==> src/fhd_params.svh <==
// Constants of the panel video timing input: geometry, gap, timing limits.
// Assumes inclusion by fhd_pkg.sv, whose include also serves the design file; definitions only.
//
// Contract
// - Screen position comes only from rising edges of the valid strobe, never from syncs.
// - The pixel taken on the first clock edge after the strobe rises lands in the leftmost column.
// - A strobe rise after eight line periods of low starts a frame whose first line, begun by that rise, is the top row.
// - Lines shorter than 1920 pixels and frames shorter than 1080 lines are completed in black.
// - Each primary is an 8-bit unsigned intensity where a larger value is brighter.
// - The pixel word holds red, green and blue fields in that order, each MSB first.
// - The lane-map select input picks the first bit mapping when high, the second when low.
// - The rotation input high mirrors the picture left to right; low shows it normally.
// - Each serial lane carries seven bit slots per pixel clock period.
`ifndef FHD_PARAMS_SVH
`define FHD_PARAMS_SVH

`define FHD_H_ACTIVE_PIX   1920
`define FHD_H_ACTIVE_PAIRS 960
`define FHD_V_ACTIVE       1080
`define FHD_GAP_LINES      8
`define FHD_LANE_SLOTS     7
`define FHD_LANES          4
`define FHD_FIFO_DEPTH     16
`define FHD_SYS_CLK_HZ     40000000
`define FHD_BLACK          24'h000000

`endif

==> src/fhd_pkg.sv <==
// Types shared by the panel video timing input.
// Assumes fhd_params.svh sits in the include path.
`include "fhd_params.svh"

package fhd_pkg;
  typedef logic [10:0] fhd_row_t;
  typedef logic [9:0]  fhd_col_t;
  typedef logic [23:0] fhd_rgb_t;

  typedef enum logic [1:0] {
    FHD_PAD_IDLE = 2'b01,
    FHD_PAD_RUN  = 2'b10
  } fhd_pad_e;

  // Lane word to {strobe, red, green, blue}; first selects mapping
  function automatic logic [24:0] fhd_decode(input logic [27:0] w, input logic first);
    logic [6:0] l0;
    logic [6:0] l1;
    logic [6:0] l2;
    logic [6:0] l3;
    logic [7:0] r;
    logic [7:0] g;
    logic [7:0] b;
    l0 = w[6:0];
    l1 = w[13:7];
    l2 = w[20:14];
    l3 = w[27:21];
    if (first) begin
      r = {l3[1:0], l0[5:0]};
      g = {l3[3:2], l1[4:0], l0[6]};
      b = {l3[5:4], l2[3:0], l1[6:5]};
    end else begin
      r = {l0[5:0], l3[1:0]};
      g = {l1[4:0], l0[6], l3[3:2]};
      b = {l2[3:0], l1[6:5], l3[5:4]};
    end
    return {l2[6], r, g, b};
  endfunction : fhd_decode
endpackage : fhd_pkg

==> src/fhd_video_input.sv <==
// Panel video timing input: samples the dual-channel lane words on the
// dot clock, places pixel pairs on the screen grid and pads in black.
// Assumes sys_clk at least four times the dot clock; pins are asynchronous.
`timescale 1ns/1ps

// ----------------------------------------------------------------
// Pixel-pair FIFO
// ----------------------------------------------------------------
module fhd_fifo #(
  parameter int WIDTH = 69,
  parameter int DEPTH = 16
) (
  input  wire logic             sys_clk,
  input  wire logic             rst,
  input  wire logic             in_valid,
  output logic                  in_ready,
  input  wire logic [WIDTH-1:0] in_data,
  output logic                  out_valid,
  input  wire logic             out_ready,
  output logic      [WIDTH-1:0] out_data
);
  localparam int AW = $clog2(DEPTH);

  if (DEPTH < 2 || (1 << AW) != DEPTH) $error("fhd_fifo: DEPTH must be a power of two");

  logic [WIDTH-1:0] mem [DEPTH];
  logic [AW:0]      wr_ptr;
  logic [AW:0]      rd_ptr;
  logic             mem_empty;
  logic             push;
  logic             pop;

  assign mem_empty = (wr_ptr == rd_ptr);
  assign in_ready  = (wr_ptr[AW-1:0] != rd_ptr[AW-1:0]) || (wr_ptr[AW] == rd_ptr[AW]);
  assign push      = in_valid && in_ready;
  assign pop       = !mem_empty && (!out_valid || out_ready);

  always_ff @(posedge sys_clk) begin
    if (push) begin
      mem[wr_ptr[AW-1:0]] <= in_data;
    end
  end

  always_ff @(posedge sys_clk) begin
    if (rst) begin
      wr_ptr <= '0;
      rd_ptr <= '0;
    end else begin
      if (push) wr_ptr <= wr_ptr + 1'b1;
      if (pop) rd_ptr <= rd_ptr + 1'b1;
    end
  end

  // Registered output stage
  always_ff @(posedge sys_clk) begin
    if (rst) begin
      out_valid <= 1'b0;
      out_data  <= '0;
    end else if (pop) begin
      out_valid <= 1'b1;
      out_data  <= mem[rd_ptr[AW-1:0]];
    end else if (out_ready) begin
      out_valid <= 1'b0;
    end
  end
endmodule : fhd_fifo

// ----------------------------------------------------------------
// Top
// ----------------------------------------------------------------
module fhd_video_input
  import fhd_pkg::*;
#(
  parameter int FIFO_DEPTH = `FHD_FIFO_DEPTH
) (
  input  wire logic        sys_clk,
  input  wire logic        rst,
  input  wire logic        dot_rate_clock,
  input  wire logic [27:0] ch1_lanes,
  input  wire logic [27:0] ch2_lanes,
  input  wire logic        lane_map_first,
  input  wire logic        rotate,
  input  wire logic        pix_ready,
  output logic             pix_valid,
  output logic [10:0]      pix_row,
  output logic [9:0]       pix_pair,
  output logic [23:0]      pix_even,
  output logic [23:0]      pix_odd,
  output logic             frame_start,
  output logic             overflow
);
  localparam int WORD = 69;

  if (FIFO_DEPTH < 2) $error("fhd_video_input: FIFO_DEPTH too small");

  // ----------------------------------------------------------------
  // Pin synchronisers
  // ----------------------------------------------------------------
  logic [58:0] pin_s1;
  logic [58:0] pin_s2;
  logic        clk_s3;

  always_ff @(posedge sys_clk) begin
    if (rst) begin
      pin_s1 <= '0;
      pin_s2 <= '0;
      clk_s3 <= 1'b0;
    end else begin
      pin_s1 <= {rotate, lane_map_first, dot_rate_clock, ch2_lanes, ch1_lanes};
      pin_s2 <= pin_s1;
      clk_s3 <= pin_s2[56];
    end
  end

  logic        dot_edge;
  logic [24:0] dec_even;
  logic [24:0] dec_odd;
  logic        strobe;

  assign dot_edge = pin_s2[56] && !clk_s3;
  assign dec_even = fhd_decode(pin_s2[27:0], pin_s2[57]);
  assign dec_odd  = fhd_decode(pin_s2[55:28], pin_s2[57]);
  assign strobe   = dec_even[24];

  // ----------------------------------------------------------------
  // Line and frame tracking on dot clock edges
  // ----------------------------------------------------------------
  logic        strobe_q;
  logic [10:0] line_len;
  logic [10:0] line_cnt;
  logic [15:0] low_cnt;
  logic [10:0] row;
  logic [9:0]  pair;
  logic        new_frame;
  logic        rise;
  logic        fall;

  function automatic logic [10:0] fhd_next_row(input logic [10:0] r, input logic frame);
    if (frame) return 11'h000;
    return (r == 11'h7ff) ? r : r + 1'b1;
  endfunction : fhd_next_row
  assign rise      = dot_edge && strobe && !strobe_q;
  assign fall      = dot_edge && !strobe && strobe_q;
  assign new_frame = rise && (low_cnt >= {2'b00, line_len, 3'b000});

  always_ff @(posedge sys_clk) begin
    if (rst) begin
      strobe_q <= 1'b0;
      line_len <= 11'h7ff;
      line_cnt <= 11'h7ff;
      low_cnt  <= '0;
    end else if (dot_edge) begin
      strobe_q <= strobe;
      if (strobe && !strobe_q) begin
        line_len <= line_cnt;
        line_cnt <= 11'h001;
      end else if (line_cnt != 11'h7ff) begin
        line_cnt <= line_cnt + 1'b1;
      end
      if (strobe) low_cnt <= '0;
      else if (low_cnt != 16'hffff) low_cnt <= low_cnt + 1'b1;
    end
  end

  // Row and column come only from strobe rises
  always_ff @(posedge sys_clk) begin
    if (rst) begin
      row  <= 11'h7ff;
      pair <= '0;
    end else if (rise) begin
      row  <= fhd_next_row(row, new_frame);
      pair <= 10'h001;
    end else if (dot_edge && strobe && pair != 10'h3ff) begin
      pair <= pair + 1'b1;
    end
  end

  // Live pair: first sample at the rise sits in pair 0
  logic        live;
  logic [10:0] live_row;
  logic [9:0]  live_pair;

  assign live      = dot_edge && strobe;
  assign live_row  = rise ? fhd_next_row(row, new_frame) : row;
  assign live_pair = rise ? 10'h000 : pair;

  // ----------------------------------------------------------------
  // Black padding engine
  // ----------------------------------------------------------------
  fhd_pad_e    pad_state;
  logic [10:0] pad_row;
  logic [10:0] pad_last;
  logic [9:0]  pad_pair;
  logic        fifo_ready;
  logic        pad_push;
  logic        short_frame;
  logic        short_line;

  assign short_line  = fall && pair < 10'(`FHD_H_ACTIVE_PAIRS) && row < 11'(`FHD_V_ACTIVE);
  assign short_frame = new_frame && row != 11'h7ff && row < 11'(`FHD_V_ACTIVE - 1);
  assign pad_push    = pad_state == FHD_PAD_RUN && !live && fifo_ready;

  always_ff @(posedge sys_clk) begin
    if (rst) begin
      pad_state <= FHD_PAD_IDLE;
      pad_row   <= '0;
      pad_last  <= '0;
      pad_pair  <= '0;
    end else begin
      unique case (pad_state)
        FHD_PAD_IDLE: begin
          if (short_line) begin
            pad_state <= FHD_PAD_RUN;
            pad_row   <= row;
            pad_last  <= row;
            pad_pair  <= pair;
          end else if (short_frame) begin
            pad_state <= FHD_PAD_RUN;
            pad_row   <= row + 1'b1;
            pad_last  <= 11'(`FHD_V_ACTIVE - 1);
            pad_pair  <= '0;
          end
        end
        FHD_PAD_RUN: begin
          if (pad_push) begin
            if (pad_pair == 10'(`FHD_H_ACTIVE_PAIRS - 1)) begin
              pad_pair <= '0;
              pad_row  <= pad_row + 1'b1;
              if (pad_row == pad_last) pad_state <= FHD_PAD_IDLE;
            end else begin
              pad_pair <= pad_pair + 1'b1;
            end
          end
        end
      endcase
    end
  end

  // ----------------------------------------------------------------
  // Write side: mirror, colour fields, overflow
  // ----------------------------------------------------------------
  logic             wr_valid;
  logic [WORD-1:0]  wr_word;
  logic [9:0]       put_pair;
  fhd_rgb_t         put_even;
  fhd_rgb_t         put_odd;
  logic             live_in;

  assign live_in = live && live_pair < 10'(`FHD_H_ACTIVE_PAIRS) && live_row < 11'(`FHD_V_ACTIVE);

  always_comb begin
    put_pair = live ? live_pair : pad_pair;
    put_even = live ? dec_even[23:0] : `FHD_BLACK;
    put_odd  = live ? dec_odd[23:0] : `FHD_BLACK;
    if (pin_s2[58]) begin
      wr_word = {(live ? live_row : pad_row), 10'(`FHD_H_ACTIVE_PAIRS - 1) - put_pair,
                 put_odd, put_even};
    end else begin
      wr_word = {(live ? live_row : pad_row), put_pair, put_even, put_odd};
    end
  end

  assign wr_valid = live_in || pad_push;

  always_ff @(posedge sys_clk) begin
    if (rst) overflow <= 1'b0;
    else if (live_in && !fifo_ready) overflow <= 1'b1;
  end

  // ----------------------------------------------------------------
  // FIFO and output registers
  // ----------------------------------------------------------------
  logic            rd_valid;
  logic [WORD-1:0] rd_word;

  fhd_fifo #(.WIDTH(WORD), .DEPTH(FIFO_DEPTH)) u_fifo (
    .sys_clk  (sys_clk),
    .rst      (rst),
    .in_valid (wr_valid),
    .in_ready (fifo_ready),
    .in_data  (wr_word),
    .out_valid(rd_valid),
    .out_ready(!pix_valid || pix_ready),
    .out_data (rd_word)
  );

  always_ff @(posedge sys_clk) begin
    if (rst) begin
      pix_valid   <= 1'b0;
      pix_row     <= '0;
      pix_pair    <= '0;
      pix_even    <= '0;
      pix_odd     <= '0;
      frame_start <= 1'b0;
    end else if (!pix_valid || pix_ready) begin
      pix_valid   <= rd_valid;
      pix_row     <= rd_word[68:58];
      pix_pair    <= rd_word[57:48];
      pix_even    <= rd_word[47:24];
      pix_odd     <= rd_word[23:0];
      frame_start <= rd_valid && rd_word[68:58] == 11'h000 && rd_word[57:48] == 10'h000;
    end
  end
endmodule : fhd_video_input

==> config.mk <==
export PLATFORM = sky130hd
export DESIGN_NAME = fhd_video_input
export DESIGN_NICKNAME = d
export VERILOG_FILES = /design/src/fhd_pkg.sv /design/src/fhd_video_input.sv
export VERILOG_INCLUDE_DIRS = /design/src
export SDC_FILE = /design/constraint.sdc
export NUM_CORES = 2
export LEC_CHECK = 0
export BUFFER_PORTS_ARGS = -buffer_cell sky130_fd_sc_hd__buf_4
export CAP_MARGIN = 20
export CORE_AREA = 2 2 400 322
export CTS_CLUSTER_DIAMETER = 80
export DETAILED_ROUTE_END_ITERATION = 8
export DIE_AREA = 0 0 402 324
export PLACE_DENSITY = 0.71
export SYNTH_ARGS = -nofsm -noshare
export SYNTH_HDL_FRONTEND = slang
export SYNTH_SLANG_ARGS = --single-unit
==> constraint.sdc <==
create_clock -name sys_clk -period 6.9 [get_ports sys_clk]
set_input_delay 1.38 -clock sys_clk [delete_from_list [all_inputs] [get_ports sys_clk]]
set_output_delay 1.38 -clock sys_clk [all_outputs]
set_load 0.01 [all_outputs]
==> results.json <==
{
  "fillCellCount": 10220,
  "crit_chain": "and4bb_2 -> o31a_1 -> a41oi_1 -> o22ai_2 -> nand4_4 -> nand2_2 -> nand2_1 -> nor3b_2 -> buf_4 -> buf_4",
  "dr.pass1.iters": 5,
  "hold_violations": 0,
  "skew_ns": 0.05186,
  "synthCells": 3353,
  "num_io_pins": 134,
  "synthTopCellsByArea": "edfxtp_1, mux4_2, dfxtp_1",
  "critical_path_class": "reg2reg",
  "worstPathArrival_ns": 4.85,
  "wl_um": 131500,
  "post-route-period-util_pct": 64.57,
  "gp_congestion": 0.8525,
  "synth-warning-count": 0,
  "cts_resized": 0,
  "clock-sinks": 1455,
  "post-cts-setup-buffers": 0,
  "muxShareOfSynthArea_pct": 15.69,
  "synth_edf_count": 1104,
  "overflow": 0,
  "powerDensity_nw_per_um2": 282.2,
  "post_drt_wl_per_cell_um": 24.95,
  "area_growth_pct": 13.72,
  "clock_path_buffers": 3,
  "synthSimpleGateAreaFrac_pct": 6.775,
  "drive_gt1_share_pct": 23.60,
  "ys.flop_type": "edfxtp_1",
  "vias": 30120,
  "worst_slew_pin_slew_ns": 1.115,
  "htreeDepth": 4,
  "clk_latency_ns": 0.77,
  "first_iter_violations": 3187,
  "cp-start-kind": "flop",
  "final_nets": 3574,
  "synth_top_family_by_area": "multiplexers",
  "die_w_um": 402,
  "finalNonFillerCells": 5272,
  "drv_slew": 0,
  "synth_top_area_share_pct": 58.66,
  "core_sq_um": 126500,
  "ys_seq_area_share_pct": 71.10,
  "track_usage_pct": 20.41,
  "postRouteAntennaNets": 0,
  "fin_crit_ns": 4.455,
  "cp-end-kind": "flop",
  "synth_top_cell_by_area": "edfxtp_1",
  "setup_violations": 0,
  "maxCapViolations": 0,
  "root_buffer": "clkbuf_16",
  "critPathMaxStageDelay_ns": 0.64,
  "grt_max_degree": 154,
  "antenna_cells": 0,
  "synthesis.area_sq_um": 56510,
  "synthXorXnorAreaFrac_pct": 1.085,
  "cts.clk_slew.worst_paths_ns": 0.06,
  "dp_hpwl_um": 71460,
  "syn_area_per_cell_sq_um": 16.85,
  "grt_pass1_vias": 29970,
  "initial_core_util_pct": 44.68,
  "async_reset_ff_share_pct": 0,
  "fin_setup_tns_ns": 0,
  "run_status": "finished, final reports clean",
  "fp.dieH_um": 324,
  "static-leakage-power_nw": 20.76,
  "grt_pass1_wl_um": 196400,
  "synthAdderAreaFrac_pct": 0.5535,
  "ir_drop_uv": 248.6,
  "yosysUniqueCellTypes": 75,
  "synth_compound_area_share_pct": 3.126,
  "seq_area_sq_um": 40200,
  "rsz0062_at_grt": "false",
  "mappedNetlistNets": 3440,
  "antenna_found_initial": 1,
  "worstPathMaxFanout": 31,
  "fmax_ghz": 0.2245,
  "cpMaxStageDelayCell": "buf_4",
  "drc": 0,
  "hp-class": "reg2reg",
  "total_power_mw": 18.14,
  "place_inst": 5001,
  "crit_required_ns": 7.29,
  "cts_tree": "built",
  "portBuffers": 126,
  "num_rows": 117,
  "via_per_inst": 5.713,
  "multi_input_area_sq_um": 15530,
  "ys_ff_latch": 1455,
  "cts_made_buffers": 139,
  "ctsHoldBuffers": 0,
  "slew_headroom_pct": 24.61,
  "fp.dieArea_sq_um": 130200,
  "path_common_cell": "buf_4"
}
worst max-delay path, delay by kind of cell (launching register included):
kind | cells | cell delay, ns
buffers and inverters | 2 | 1.11
DFF | 1 | 0.48
and+or+nand+nor | 5 | 1.42
AOI/OAI and AO/OA | 3 | 1.03
power breakdown:
part | switching (mW) | internal (mW) | leakage [nW]
clock | 3.27 | 4.44 | 2.27
sequential | 0.0725 | 9.40 | 12.9
combinational | 0.512 | 0.449 | 5.60
total | 3.85 | 14.3 | 20.8
registers in the layout, indices dropped and copies added (netlist names), 2 cells and up:
signal and cells:
line_cnt 11, line_len 11, low_cnt 16, pad_last 11, pad_pair 10, pad_row 11
pad_state 2, pair 10, pin_s1 52, pin_s2 52, pix_even 24, pix_odd 24
pix_pair 10, pix_row 11, row 11, u_fifo.mem 1104, u_fifo.out_data 69, u_fifo.rd_ptr 5
u_fifo.wr_ptr 5
path summary, 6_finish.rpt:
check,startpoint,endpoint,slack [ns],cells after the start
min reg2reg,pin_s1[11]$_SDFF_PP0_,pin_s2[11]$_SDFF_PP0_,0.43,1
max reg2reg,strobe_q$_SDFFE_PP0P_,u_fifo.mem[6][7]$_DFFE_PP_,2.44,10
max,strobe_q$_SDFFE_PP0P_,u_fifo.mem[6][7]$_DFFE_PP_,2.44,10
min,pin_s1[11]$_SDFF_PP0_,pin_s2[11]$_SDFF_PP0_,0.43,1
cell type report:
type / instances / share of cell area [%]
clock inverter: 69 / 1.178
tap: 1666 / 3.244
multi-input combinational: 1665 / 24.17
sequential: 1455 / 62.55
timing repair buffer: 197 / 2.617
inverter: 29 / 0.1694
clock buffer: 191 / 6.073
cell usage in the layout (no fill, tap or decap), drive strengths merged, types with 50 or more instances in the layout:
cell type and n:
a21oi 191, buf 197, clkbuf 191, dfxtp 351
edfxtp 1104, mux2 50, mux2i 53, mux4 345
nand2 388, nor2 147, nor2b 117
routing by layer:
metal  vias up  track usage (%)  share of wire [%]
met5         -                0                  0
met4         0            6.057                2.2
met3       189            4.008                8.7
met2      1303            31.74                 46
met1     15470            29.35                 43
li1      13160                -                  -
kinds of logic (layout without fill, tap and decap cells):
kind of cell,after synthesis,after routing
AO/OA/AOI/OAI,304,304
XOR/XNOR,70,70
adder cells (fa/ha/maj),25,25
buffers and inverters,233,486
flip-flops,1455,1455
multiplexers,448,448
AND/OR/NAND/NOR,818,818
synthesized netlist by cell type, types with 8 or more instances:
cell type,n
mux2i_1,53
dfxtp_1,351
mux2_2,48
nand3_1,28
xor2_1,24
ha_1,25
a21o_1,9
nor2b_1,117
nor3b_1,13
or3_1,8
xnor2_1,46
mux4_2,345
o21ai_0,38
edfxtp_1,1104
o31ai_1,9
a31oi_1,8
nor2_1,147
clkbuf_1,135
or2_2,8
nand2b_1,11
a21oi_1,191
and3_1,22
nor3_1,17
inv_1,28
nand4_1,23
nand2_1,386
buf_2,42
nand3b_1,12
buf_1,22
stage by stage:
| step | setup slack [ns] | hold slack, ns | util, % | area (sq um) |
|---|---|---|---|---|
| detailed placement | 2.493 | 0.4233 | 47.06 | 59520 |
| global placement | 2.453 | 0.4245 | 47.04 | 59490 |
| global route | 2.199 | 0.4474 | 50.81 | 64260 |
| CTS | 2.459 | 0.4376 | 50.74 | 64180 |
| finish | 2.445 | 0.4346 | 50.81 | 64260 |
| floorplan | -0.6471 | 0.4138 | - | 56520 |
Power figures use the tool's default switching activity.
